[config.mk]
export PLATFORM = sky130hd
export DESIGN_NAME = oeps_exec
export DESIGN_NICKNAME = d
export VERILOG_FILES = /design/src/oeps_pkg.sv /design/src/oeps_cycle_timer.sv /design/src/oeps_exec.sv
export SDC_FILE = /design/constraint.sdc
export NUM_CORES = 1
export LEC_CHECK = 0
export ABC_AREA = 1
export CAP_MARGIN = 25
export CORE_MARGIN = 2
export CORE_UTILIZATION = 60
export CTS_CLUSTER_DIAMETER = 40
export DETAILED_ROUTE_END_ITERATION = 8
export DONT_BUFFER_PORTS = 1
export PLACE_DENSITY = 0.76
export SYNTH_ARGS = -nofsm -noshare
export SYNTH_HDL_FRONTEND = slang
export SYNTH_SLANG_ARGS = --single-unit
[constraint.sdc]
create_clock -name clock_i -period 2.2 [get_ports clock_i]
set_input_delay 0.44 -clock clock_i [delete_from_list [all_inputs] [get_ports clock_i]]
set_output_delay 0.44 -clock clock_i [all_outputs]
set_load 0.01 [all_outputs]
[src/oeps_pkg.sv]
package oeps_pkg;
  localparam int ACC_WIDTH = 24;
  localparam int ACC_COUNT = 4;
  localparam int PTR_WIDTH = 5;
  localparam int EE_ADDR_WIDTH = 11;
  localparam logic [10:0] EE_WINDOW_BASE = 11'h7D0;
  localparam logic [4:0] PTR_LAST_EE = 5'h0F;
  localparam int OR_REG_BYTES = 2;
  localparam int OR_IMM_BYTES = 5;
  localparam int STORE_BYTES = 4;
  localparam int SETPTR_BYTES = 1;
  localparam logic [16:0] OR_REG_CYCLES = 17'h00003;
  localparam logic [16:0] OR_IMM_CYCLES = 17'h00006;
  localparam logic [16:0] STORE_CYCLES = 17'h10000;
  localparam logic [16:0] SETPTR_CYCLES = 17'h00001;
  localparam logic [23:0] ACC_RESET = 24'h000000;
  localparam logic [4:0] PTR_RESET = 5'h00;

  typedef enum logic [3:0] {
    OEPS_OP_NONE = 4'h1,
    OEPS_OP_OR = 4'h2,
    OEPS_OP_STORE = 4'h4,
    OEPS_OP_SETPTR = 4'h8
  } oeps_op_type;

  typedef struct packed {
    oeps_op_type op;
    logic [1:0] dst;
    logic [1:0] src;
    logic use_imm;
    logic [23:0] imm;
    logic [4:0] ptr;
  } oeps_instr_type;

  typedef struct packed {
    logic carry;
    logic overflow;
    logic sign;
    logic zero;
  } oeps_flags_type;

  typedef struct packed {
    logic valid;
    logic [10:0] addr;
    logic [23:0] data;
  } oeps_ee_write_type;

  function automatic logic [16:0] oeps_cycles(input oeps_instr_type ins);
    logic [16:0] c;
    c = SETPTR_CYCLES;
    if (ins.op == OEPS_OP_OR)
      c = ins.use_imm ? OR_IMM_CYCLES : OR_REG_CYCLES;
    else if (ins.op == OEPS_OP_STORE)
      c = STORE_CYCLES;
    return c;
  endfunction

  function automatic logic [2:0] oeps_bytes(input oeps_instr_type ins);
    logic [2:0] b;
    b = 3'(SETPTR_BYTES);
    if (ins.op == OEPS_OP_OR)
      b = ins.use_imm ? 3'(OR_IMM_BYTES) : 3'(OR_REG_BYTES);
    else if (ins.op == OEPS_OP_STORE)
      b = 3'(STORE_BYTES);
    return b;
  endfunction
endpackage

[src/oeps_cycle_timer.sv]
`timescale 1ns/1ps
`default_nettype none
module oeps_cycle_timer
(
  input wire logic clock_i,
  input wire logic rst_n_i,
  input wire logic load_i,
  input wire logic [16:0] count_i,
  output logic busy_o,
  output logic last_o
);
  logic [16:0] left_q;
  logic [16:0] left_d;

  always_comb
  begin
    left_d = left_q;
    if (load_i)
      left_d = count_i;
    else if (left_q != 17'h00000)
      left_d = left_q - 17'h00001;
  end

  always_ff @(posedge clock_i)
  begin
    if (!rst_n_i)
      left_q <= 17'h00000;
    else
      left_q <= left_d;
  end

  assign busy_o = (left_q > 17'h00001);
  assign last_o = (left_q == 17'h00001);
endmodule // oeps_cycle_timer
`default_nettype wire

[src/oeps_exec.sv]
`timescale 1ns/1ps
`default_nettype none
// Function
// RQ1: OR writes destination accumulator with itself ORed with accumulator or 24-bit constant.
// RQ2: OR is 2 bytes register form, 5 bytes with constant.
// RQ3: OR takes 3 cycles register form, 6 cycles with constant.
// RQ4: Store copies chosen accumulator to EEPROM word addressed by the pointer.
// RQ5: Store reaches only EEPROM bytes 2000 to 2047 via pointer values 0 to 15.
// RQ6: Store takes 65536 cycles, about 50 ms.
// RQ7: Store occupies one program counter stack slot while running; slot must be free.
// RQ8: Programs should not put store behind a skip instruction.
// RQ9: Set-pointer loads pointer from 5-bit operand; one byte, one cycle.
// RQ10: Fetch holds until the EEPROM write ends; accumulators and pointer keep values.
// RQ11: OR updates only sign and zero flags; carry and overflow stay.
module oeps_exec
(
  input wire logic clock_i,
  input wire logic rst_n_i,
  input wire logic issue_i,
  input wire oeps_pkg::oeps_instr_type instr_i,
  input wire logic stack_free_i,
  output logic ready_o,
  output logic done_o,
  output logic [2:0] instr_bytes_o,
  output logic stack_hold_o,
  output logic stack_error_o,
  output logic range_error_o,
  output oeps_pkg::oeps_ee_write_type ee_write_o,
  output logic [95:0] work_accumulator_o,
  output oeps_pkg::oeps_flags_type sign_zero_flags_o,
  output logic [4:0] ram_pointer_o
);
  typedef enum logic [1:0] {
    OEPS_IDLE = 2'b01,
    OEPS_BUSY = 2'b10
  } oeps_state_type;

  oeps_state_type state_q, state_d;
  oeps_pkg::oeps_instr_type cur_q, cur_d;
  logic [23:0] acc_q [4];
  logic [23:0] acc_d [4];
  oeps_pkg::oeps_flags_type flags_q, flags_d;
  logic [4:0] ptr_q, ptr_d;
  logic done_q, done_d;
  logic [2:0] bytes_q, bytes_d;
  logic hold_q, hold_d;
  logic serr_q, serr_d;
  logic rerr_q, rerr_d;
  oeps_pkg::oeps_ee_write_type ee_q, ee_d;
  logic timer_load;
  logic [16:0] timer_count;
  logic timer_busy;
  logic timer_last;
  logic [23:0] or_src;
  logic [23:0] or_res;
  logic accept;

  oeps_cycle_timer u_timer
  (
    .clock_i(clock_i),
    .rst_n_i(rst_n_i),
    .load_i(timer_load),
    .count_i(timer_count),
    .busy_o(timer_busy),
    .last_o(timer_last)
  );

  assign accept = issue_i && (state_q == OEPS_IDLE);
  assign or_src = cur_q.use_imm ? cur_q.imm : acc_q[cur_q.src]; // RQ1
  assign or_res = acc_q[cur_q.dst] | or_src; // RQ1

  always_comb
  begin
    state_d = state_q;
    cur_d = cur_q;
    acc_d = acc_q;
    flags_d = flags_q;
    ptr_d = ptr_q;
    done_d = 1'b0;
    bytes_d = bytes_q;
    hold_d = hold_q;
    serr_d = 1'b0;
    rerr_d = 1'b0;
    ee_d = ee_q;
    ee_d.valid = 1'b0;
    timer_load = 1'b0;
    // The accept cycle is the first cycle of the instruction, so the timer is loaded one short.
    timer_count = oeps_pkg::oeps_cycles(instr_i) - 17'h00001; // RQ3 RQ6
    unique case (state_q)
      OEPS_IDLE:
      begin
        if (accept)
        begin
          bytes_d = oeps_pkg::oeps_bytes(instr_i); // RQ2
          if (instr_i.op == oeps_pkg::OEPS_OP_SETPTR)
          begin
            ptr_d = instr_i.ptr; // RQ9
            done_d = 1'b1;
          end
          else if (instr_i.op == oeps_pkg::OEPS_OP_STORE && !stack_free_i)
          begin
            serr_d = 1'b1; // RQ7
            done_d = 1'b1;
          end
          else if (instr_i.op == oeps_pkg::OEPS_OP_STORE && ptr_q > oeps_pkg::PTR_LAST_EE)
          begin
            rerr_d = 1'b1; // RQ5
            done_d = 1'b1;
          end
          else if (instr_i.op != oeps_pkg::OEPS_OP_NONE)
          begin
            cur_d = instr_i;
            timer_load = 1'b1;
            state_d = OEPS_BUSY;
            if (instr_i.op == oeps_pkg::OEPS_OP_STORE)
            begin
              hold_d = 1'b1; // RQ7
              ee_d.valid = 1'b1; // RQ4
              ee_d.data = acc_q[instr_i.src]; // RQ4
              ee_d.addr = oeps_pkg::EE_WINDOW_BASE + {6'h00, ptr_q}; // RQ5
            end
          end
          else
          begin
            done_d = 1'b1;
          end
        end
      end
      OEPS_BUSY:
      begin
        if (timer_last)
        begin
          state_d = OEPS_IDLE;
          done_d = 1'b1;
          hold_d = 1'b0;
          if (cur_q.op == oeps_pkg::OEPS_OP_OR)
          begin
            acc_d[cur_q.dst] = or_res; // RQ1
            flags_d.sign = or_res[23]; // RQ11
            flags_d.zero = (or_res == 24'h000000); // RQ11
          end
        end
      end
      default:
      begin
        state_d = OEPS_IDLE;
      end
    endcase
  end

  always_ff @(posedge clock_i)
  begin
    if (!rst_n_i)
    begin
      state_q <= OEPS_IDLE;
      cur_q <= '0;
      for (int i = 0; i < 4; i++)
        acc_q[i] <= oeps_pkg::ACC_RESET;
      flags_q <= '0;
      ptr_q <= oeps_pkg::PTR_RESET;
      done_q <= 1'b0;
      bytes_q <= 3'h0;
      hold_q <= 1'b0;
      serr_q <= 1'b0;
      rerr_q <= 1'b0;
      ee_q <= '0;
    end
    else
    begin
      state_q <= state_d;
      cur_q <= cur_d;
      acc_q <= acc_d;
      flags_q <= flags_d;
      ptr_q <= ptr_d;
      done_q <= done_d;
      bytes_q <= bytes_d;
      hold_q <= hold_d;
      serr_q <= serr_d;
      rerr_q <= rerr_d;
      ee_q <= ee_d;
    end
  end

  // Ready falls on the same edge on which an OR or store enters the busy state, so fetch stalls during a store.
  logic ready_q;
  always_ff @(posedge clock_i)
  begin
    if (!rst_n_i)
      ready_q <= 1'b1;
    else
      ready_q <= (state_d == OEPS_IDLE); // RQ10
  end

  assign ready_o = ready_q;
  assign done_o = done_q;
  assign instr_bytes_o = bytes_q;
  assign stack_hold_o = hold_q;
  assign stack_error_o = serr_q;
  assign range_error_o = rerr_q;
  assign ee_write_o = ee_q;
  assign work_accumulator_o = {acc_q[3], acc_q[2], acc_q[1], acc_q[0]};
  assign sign_zero_flags_o = flags_q;
  assign ram_pointer_o = ptr_q;

  logic [16:0] busy_cnt_q;
  always_ff @(posedge clock_i)
  begin
    if (!rst_n_i || accept)
      busy_cnt_q <= 17'h00000;
    else if (state_q == OEPS_BUSY)
      busy_cnt_q <= busy_cnt_q + 17'h00001;
  end

  AST_OR_REG_TIME: assert property (@(posedge clock_i) disable iff (!rst_n_i) // RQ3
    accept && instr_i.op == oeps_pkg::OEPS_OP_OR && !instr_i.use_imm |=> !done_q [*2] ##1 done_q)
    else $error("OR register form not done after 3 cycles.");
  AST_OR_IMM_TIME: assert property (@(posedge clock_i) disable iff (!rst_n_i) // RQ3
    accept && instr_i.op == oeps_pkg::OEPS_OP_OR && instr_i.use_imm |=> !done_q [*5] ##1 done_q)
    else $error("OR constant form not done after 6 cycles.");
  AST_OR_RESULT: assert property (@(posedge clock_i) disable iff (!rst_n_i) // RQ1
    state_q == OEPS_BUSY && timer_last && cur_q.op == oeps_pkg::OEPS_OP_OR
    |=> work_accumulator_o[24*cur_q.dst +: 24] == $past(or_res))
    else $error("OR result not written.");
  AST_OR_FLAGS: assert property (@(posedge clock_i) disable iff (!rst_n_i) // RQ11
    done_q |-> sign_zero_flags_o.carry == $past(sign_zero_flags_o.carry)
    && sign_zero_flags_o.overflow == $past(sign_zero_flags_o.overflow))
    else $error("Carry or overflow changed.");
  AST_OR_BYTES: assert property (@(posedge clock_i) disable iff (!rst_n_i) // RQ2
    accept && instr_i.op == oeps_pkg::OEPS_OP_OR |=> instr_bytes_o == ($past(instr_i.use_imm) ? 3'h5 : 3'h2))
    else $error("OR byte count wrong.");
  AST_STORE_ADDR: assert property (@(posedge clock_i) disable iff (!rst_n_i) // RQ5
    ee_write_o.valid |-> ee_write_o.addr >= 11'h7D0 && ee_write_o.addr <= 11'h7FF)
    else $error("EEPROM address out of window.");
  AST_STORE_DATA: assert property (@(posedge clock_i) disable iff (!rst_n_i) // RQ4
    accept && instr_i.op == oeps_pkg::OEPS_OP_STORE && stack_free_i && ram_pointer_o <= 5'h0F
    |=> ee_write_o.valid && ee_write_o.data == work_accumulator_o[24*cur_q.src +: 24])
    else $error("Store data mismatch.");
  AST_STORE_TIME: assert property (@(posedge clock_i) disable iff (!rst_n_i) // RQ6
    done_q && $past(state_q) == OEPS_BUSY && $past(cur_q.op) == oeps_pkg::OEPS_OP_STORE
    |-> busy_cnt_q == oeps_pkg::STORE_CYCLES - 17'h00001)
    else $error("Store did not last 65536 cycles.");
  AST_TIMER_RUN: assert property (@(posedge clock_i) disable iff (!rst_n_i) // RQ3
    state_q == OEPS_BUSY |-> timer_busy || timer_last)
    else $error("Cycle timer idle while an instruction executes.");
  AST_STORE_HOLD: assert property (@(posedge clock_i) disable iff (!rst_n_i) // RQ10
    state_q == OEPS_BUSY |-> !ready_o && $stable(ram_pointer_o))
    else $error("Fetch or pointer moved during execution.");
  AST_STACK: assert property (@(posedge clock_i) disable iff (!rst_n_i) // RQ7
    accept && instr_i.op == oeps_pkg::OEPS_OP_STORE && !stack_free_i |=> stack_error_o && !stack_hold_o)
    else $error("Store without free stack slot not refused.");
  AST_SETPTR: assert property (@(posedge clock_i) disable iff (!rst_n_i) // RQ9
    accept && instr_i.op == oeps_pkg::OEPS_OP_SETPTR |=> done_q && ram_pointer_o == $past(instr_i.ptr))
    else $error("Pointer not loaded in one cycle.");
  COV_OR_IMM: cover property (@(posedge clock_i) accept && instr_i.op == oeps_pkg::OEPS_OP_OR && instr_i.use_imm);
  COV_STORE: cover property (@(posedge clock_i) ee_write_o.valid);
  COV_SETPTR: cover property (@(posedge clock_i) accept && instr_i.op == oeps_pkg::OEPS_OP_SETPTR);
endmodule // oeps_exec
`default_nettype wire

== Word level (Yosys, flattened, before mapping) ==
Index checks and enable logic that the tools add are counted.

* Eq/ne operators: 16
* Muxes and demuxes: 52
* Bitwise gates (word level): 11
* Reductions and logical operators: 18
* $lt $le $gt $ge: 5
* $add $sub $neg: 3

{| class="wikitable"
|+ Operator list
! kind !! number
|-
| 24-bit 2-to-1 mux || 8
|-
| 24-bit binary-select mux with 2-bit select || 3
|-
| 96-bit bitwise mux || 1
|-
| 17-bit 2-to-1 mux || 4
|-
| 24-bit demux with 2-bit select || 1
|-
| 36-bit 2-to-1 mux || 1
|-
| 17-bit by 1-bit subtractor with 17-bit output (second input constant) || 2
|-
| 24-bit logical NOT || 1
|-
| 24-bit bitwise OR || 1
|-
| 1-bit 2-to-1 mux || 21
|-
| 17-bit by 1-bit equality test with 1-bit output (second input constant) || 1
|-
| 17-bit nonzero test || 1
|-
| 2-bit 2-to-1 mux || 6
|-
| 3-bit 2-to-1 mux || 4
|-
| 2-bit inequality test (second input constant) || 5
|-
| 3-bit greater-or-equal comparator (second input constant) || 3
|-
| 2-bit inverter with 3-bit output || 3
|-
| 7-bit by 6-bit adder with 8-bit output (first input constant) || 1
|-
| 4-bit by 2-bit equality test with 1-bit output (second input constant) || 2
|-
| 8-bit AND reduction || 1
|-
| 1-bit inverter || 7
|-
| 7-bit AND reduction || 1
|-
| 7-bit OR reduction || 1
|-
| 3-bit AND reduction || 2
|-
| 17 further kinds || 24
|}

* Output and inout bits: 149
* Register bits: 199
* Bits of input ports: 42

== Longest topological paths before layout ==
* Depth in word-level cells: 8
* Gate-level depth with buffers: 15
* Mapped depth without buffers: 14

== Modules after synthesis ==
Synthesis repeated with hierarchy kept, for this count alone.

* Cell total of the unflattened synthesis: 1663
* Area total of the unflattened synthesis: 10463.8 µm²

{| class="wikitable"
|+ By module, submodules not included
! module !! cells each !! times used !! area each (µm²)
|-
| oeps_exec || 1471 || 1 || 9293.9
|-
| oeps_cycle_timer || 192 || 1 || 1169.9
|}

== Least setup slack after synthesis ==
No wires, ideal clock.

* Path kind: input to register
* Start: in instr_i[35] in the netlist's numbering
* End: reg u_timer.left_q[4]
* Arrival time: 1632 ps
* Library setup time: 121 ps
* Buffers on the path: 2
* Stages: 10
* Path slack: 447 ps
* Path through: inv_1 -> nand2_1 -> nor3_2 -> nand2_1 -> nand4_4 -> nor2_1 -> buf_4 -> a21oi_2 -> buf_4 -> a21oi_1

* Longest elaborated chain between the ends: 8
* Elaborated cells on any way between the ends: 17

{| class="wikitable"
|+ RTL lines
! element !! RTL line !! source
|-
| from (decl) || oeps_exec.sv:20 || <nowiki>input wire oeps_pkg::oeps_instr_type instr_i,</nowiki>
|-
| parallel branches: the longest is 8 deep, another holds 17-bit by 1-bit subtractor with 17-bit output || -- ||
|-
| to (signal assigned) || oeps_cycle_timer.sv:29 || <nowiki>left_q <= left_d;</nowiki>
|-
| to (decl) || oeps_cycle_timer.sv:12 || <nowiki>logic [16:0] left_q;</nowiki>
|}

Several ways; the timed one is not identified.
A chain may end at the register's enable or synchronous reset.

== Worst setup path in the final report ==
* Start: reg state_q[1]
* End: reg ee_q, in the netlist ee_write_o[14]

* Longest elaborated chain between the ends: 3

{| class="wikitable"
|+ RTL lines
! element !! RTL line !! source
|-
| from (decl) || oeps_exec.sv:38 || <nowiki>oeps_state_type state_q, state_d;</nowiki>
|-
| from (signal assigned) || oeps_exec.sv:170 || <nowiki>state_q <= state_d;</nowiki>
|-
| 2-bit by 1-bit equality test with 1-bit output (*) || oeps_exec.sv:68, oeps_exec.sv:89 ||
|-
| 1-bit logical AND || oeps_exec.sv:68 || <nowiki>assign accept = issue_i && (state_q == OEPS_IDLE);</nowiki>
|-
| 7-bit AND reduction (no line) (*) || -- ||
|-
| to (signal assigned) || oeps_exec.sv:166 || <nowiki>ee_q <= '0;</nowiki>
|-
| to (signal assigned) || oeps_exec.sv:180 || <nowiki>ee_q <= ee_d;</nowiki>
|-
| to (decl) || oeps_exec.sv:49 || <nowiki>oeps_pkg::oeps_ee_write_type ee_q, ee_d;</nowiki>
|}

Mark *: on every way between the ends. The rest lies on a longest branch, timed or not.

==> impl_summary.txt <==
----------------------------------------------------
[Status]
  Result of the run ... completed

[Clock network]
  Cell at the root of the clock tree ... sky130_fd_sc_hd__clkbuf_16
  Number of CTS-inserted buffers ... 17
  Clock latency on the worst-skew pair ... 0.45 ns
  Clk sinks ... 195
  TritonCTS clock tree ... done
  CTS HTree Levels ... 4
  Clock transition time at the flip-flop clock pins of the worst setup and hold paths ... 0.08 ns
  Maximum number of buffers from clock root to sink ... 2
  Number of buffers inserted by hold repair at cts ... 0

[Job]
  Max-Cap Viols ... 0

[STA]
  Final Hold Violating Endpoints ... 0
  Hold Worst Slack ... 0.1328 ns
  Actual slew at the worst max-slew pin ... 0.8611 ns
  Minimum clock period after layout ... 2.082 ns
  Maximum clock rate ... 0.4802 GHz
  Max-slew headroom ... 42.53%
  Setup Skew ... 0.01450 ns
  Count of pins over their slew limit ... 0
  Count of endpoints failing setup in the final report ... 0
  Final worst-path cycle share ... 94.65%

[Power and ir drop]
  Standby leakage power ... 4.387 nW
  Power density relative to cell area ... 1008 nW/um^2
  Worst IR drop on VDD ... 0.0007205 V

[Placed design]
  Number of buffer cells added on primary ports ... 0
  Post-detail-place hpwl ... 20.63 mm
  Placed inst area ... 10040 um^2
  RD Place Congestion ... 0.9163

[Critical path]
  Reg2reg end ... ee_write_o[14]$_SDFFE_PN0P_
  Crit-path leading delay family ... simple AND/OR/NAND/NOR gates
  Highest-delay cell along the critical path ... sky130_fd_sc_hd__nor2_2
  Reg-to-reg critical path startpoint ... state_q[1]$_SDFF_PN0_
  Data arrival time of the critical path ... 2.46 ns
  CP Max Fanout ... 11
  Worst Path Class, Setup ... flop to flop
  CP startpoint kind ... flop
  Cell with the most instances on the worst path ... sky130_fd_sc_hd__inv_1
  Ordered cell list for the critical path ... inv_1, ha_1, nand2_1, inv_1, nand4_4, nor2_2, o21ai_0, a31oi_1
  Flop2flop setup slack ... 0.12 ns
  Data required time at the worst endpoint ... 2.57 ns
  Largest stage delay, worst path ... 0.72 ns
  Buffers plus inverters on the worst setup path ... 2
  Depth of the most critical reg-to-reg path ... 8
  Kind of end point of the critical path ... flop

[Yosys]
  Gate count after technology mapping ... 1475
  Area fraction of the dominant cell type after synthesis ... 39.69%
  Post-synthesis share of cell area spent on and, or, nand and nor gates ... 22.54%
  Mean post-synth cell area ... 6.667 um^2
  Sequential area share after synthesis ... 39.69%
  Yosys warns ... 0
  Adder-cell share of the synthesized area ... 0.6361%
  XOR/XNOR share of the synthesized area ... 0.5344%
  Netlist area before placement ... 9834 um^2
  Complex-gate fraction of the synthesized area ... 25.33%
  Mux contribution to synthesized area ... 0%
  Seq cells post-synth ... 195
  Main combinational cell family by area after synthesis ... compound AO/OA/AOI/OAI gates
  Number of different library cells in the post-synthesis netlist ... 37
  Leading post-synthesis cells by cell area ... sky130_fd_sc_hd__dfxtp_1 (40%), sky130_fd_sc_hd__nand2_1 (12%), sky130_fd_sc_hd__o21ai_0 (11%), sky130_fd_sc_hd__a21oi_1 (10%), sky130_fd_sc_hd__inv_1 (5.4%)
  Yosys top cell by area ... sky130_fd_sc_hd__dfxtp_1

[Layout]
  Final design instance area without fill ... 10740 um^2
  Nets ... 1492
  # diodes ... 0
  Sequential Area ... 3905 um^2
  Area taken by multi-input logic gates ... 4886 um^2
  Most common cell after layout, fill and taps aside ... sky130_fd_sc_hd__nand2_1
  Layout-stage area growth over the synthesis result ... 9.224%
  Final-layout fill cell count ... 1423
  Commonest cells after routing, fill and taps aside ... sky130_fd_sc_hd__nand2_1 (300), sky130_fd_sc_hd__o21ai_0 (225), sky130_fd_sc_hd__a21oi_1 (196)
  Layout cells sized above 1 ... 8.642%

[Drt]
  Remaining number of nets flagged by the antenna check after routing ... 0
  Number of vias per cell ... 5.974
  Count of vias placed by the detailed router ... 10000
  Length of the first detailed-routing pass in iterations ... 6
  Routed wire length ... 31.35 mm
  Wire length per cell after detailed routing ... 18.72 um
  Number of DRC violations after detailed routing ... 0
  Number of DRC violations after detailed-routing iteration 0 ... 1038

[Global routing]
  Antenna violations before repair ... 1
  Number of global-route vias before repair ... 9134
  Wire length of the first global-routing pass ... 49.47 mm
  Pin count of the biggest net entering global routing ... 150
  Global routing usage summed across all routing layers ... 35.09%
  Residual overflow from global routing ... 0

[Die]
  Count of pins on the block boundary ... 191
  Die boundary height ... 132.0 um
  Core Rows ... 46
  Horizontal die dimension ... 132.0 um
  Placeable core area ... 15940 um^2
  Starting density of the core ... 61.69%
  Die outline area ... 17430 um^2

[Min path]
  Startpoint of the worst hold path ... rst_n_i
  Sink of the worst hold path ... ee_write_o[2]$_SDFFE_PN0P_
  Worst Hold Class ... input pin to flop
  Hold Path Stages ... 2

----------------------------------------------------
## worst max-delay path by stage
stage	to	start	depth (start not counted)
global route	sign_zero_flags_o[0]$_SDFFE_PN0P_	cur_q[32]$_SDFFE_PN0P_	14
CTS	u_timer.left_q[16]$_SDFFE_PN0P_	state_q[1]$_SDFF_PN0_	10
finish	ee_write_o[14]$_SDFFE_PN0P_	state_q[1]$_SDFF_PN0_	8
detailed placement	u_timer.left_q[16]$_SDFFE_PN0P_	instr_i[35]	10
global placement	u_timer.left_q[16]$_SDFFE_PN0P_	instr_i[35]	10
floorplan	u_timer.left_q[4]$_SDFFE_PN0P_	instr_i[35]	10
## metrics by stage
stage | power [mW] | instances | TNS [ns] | worst slack [ns] | utilization (%)
after floorplan | 6.666 | 1476 | 0 | 0.4469 | -
final | 10.83 | 1674 | 0 | 0.1176 | 67.38
after CTS | 10.69 | 1670 | -0.01789 | -0.01201 | 66.77
after detailed placement | 7.589 | 1637 | -6.864 | -0.3127 | 62.95
after global placement | 7.532 | 1637 | -3.123 | -0.1662 | 62.95
after global routing | 11.42 | 1674 | -0.01271 | -0.01271 | 67.38
## report_power, final
group / total [mW] / switching [mW] / leakage, nW / internal (mW)
clock network: 3.15 / 1.61 / 0.291 / 1.54
registers: 4.09 / 0.239 / 1.58 / 3.85
logic: 3.59 / 2.42 / 2.51 / 1.17
total: 10.8 / 4.26 / 4.39 / 6.57
## Yosys cell counts
cell / number
sky130_fd_sc_hd__nand2_1: 303
sky130_fd_sc_hd__o21ai_0: 225
sky130_fd_sc_hd__a21oi_1: 196
sky130_fd_sc_hd__dfxtp_1: 195
sky130_fd_sc_hd__inv_1: 142
sky130_fd_sc_hd__nor2_1: 105
sky130_fd_sc_hd__nand3_1: 96
sky130_fd_sc_hd__clkbuf_1: 45
sky130_fd_sc_hd__buf_4: 27
sky130_fd_sc_hd__a31oi_1: 22
sky130_fd_sc_hd__buf_2: 21
sky130_fd_sc_hd__o21ai_1: 14
sky130_fd_sc_hd__buf_1: 12
sky130_fd_sc_hd__inv_2: 12
sky130_fd_sc_hd__nand4_1: 7
sky130_fd_sc_hd__nor2_4: 6
sky130_fd_sc_hd__ha_1: 5
sky130_fd_sc_hd__nor3_1: 5
sky130_fd_sc_hd__o211ai_1: 5
sky130_fd_sc_hd__o22ai_1: 5
sky130_fd_sc_hd__a211oi_2: 4
sky130_fd_sc_hd__xor2_1: 4
sky130_fd_sc_hd__nor4_1: 2
sky130_fd_sc_hd__o21a_1: 2
sky130_fd_sc_hd__or2_2: 2
sky130_fd_sc_hd__xnor2_1: 2
sky130_fd_sc_hd__a21boi_0: 1
sky130_fd_sc_hd__a21o_1: 1
sky130_fd_sc_hd__a21oi_2: 1
sky130_fd_sc_hd__and2_1: 1
sky130_fd_sc_hd__clkinv_1: 1
sky130_fd_sc_hd__conb_1: 1
sky130_fd_sc_hd__nand4_4: 1
sky130_fd_sc_hd__nor2_2: 1
sky130_fd_sc_hd__nor3_2: 1
sky130_fd_sc_hd__o211a_1: 1
sky130_fd_sc_hd__o31a_1: 1
## layer usage
metal | vias to the layer above | track usage (%) | wire (um)
met4 | 2 | 12.02 | 822
met1 | 4544 | 46.85 | 12680
met2 | 588 | 55.21 | 14040
met3 | 69 | 9.189 | 3784
met5 | - | 0 | 13
li1 | 4798 | - | -
## timing repair
action                                  in CTS  in global routing
endpoints found under the setup margin       7                 96
setup buffers                                0                  2
pin swaps                                    1                  1
cloned                                       1                  1
gates resized for setup                      0                 18
## sequential cells by signal, indices dropped and copies added (netlist names)
name,flops
cur_q,33
stack_hold_o,1
u_timer.left_q,17
done_o,1
stack_error_o,1
state_q,2
ee_write_o,32
ready_o,1
ram_pointer_o,5
range_error_o,1
instr_bytes_o,3
sign_zero_flags_o,2
work_accumulator_o,96
## area by class of cell
cell class / instances / area share, %
Tap cell: 216 / 2.516
Sequential cell: 195 / 36.35
Multi-Input combinational cell: 1023 / 45.49
Clock inverter: 15 / 1.654
Clock buffer: 17 / 3.960
Inverter: 155 / 5.416
Timing Repair Buffer: 53 / 4.613
## logic make-up (layout without fill, tap and decap cells)
kind of cell    count (synthesis)  in the layout
buf+inv                       260            240
other cells                     1              2
xor+xnor                        6              6
fa+ha+maj                       5              5
simple gates                  530            532
compound gates                478            478
flops                         195            195
Power figures use the tool's default switching activity.
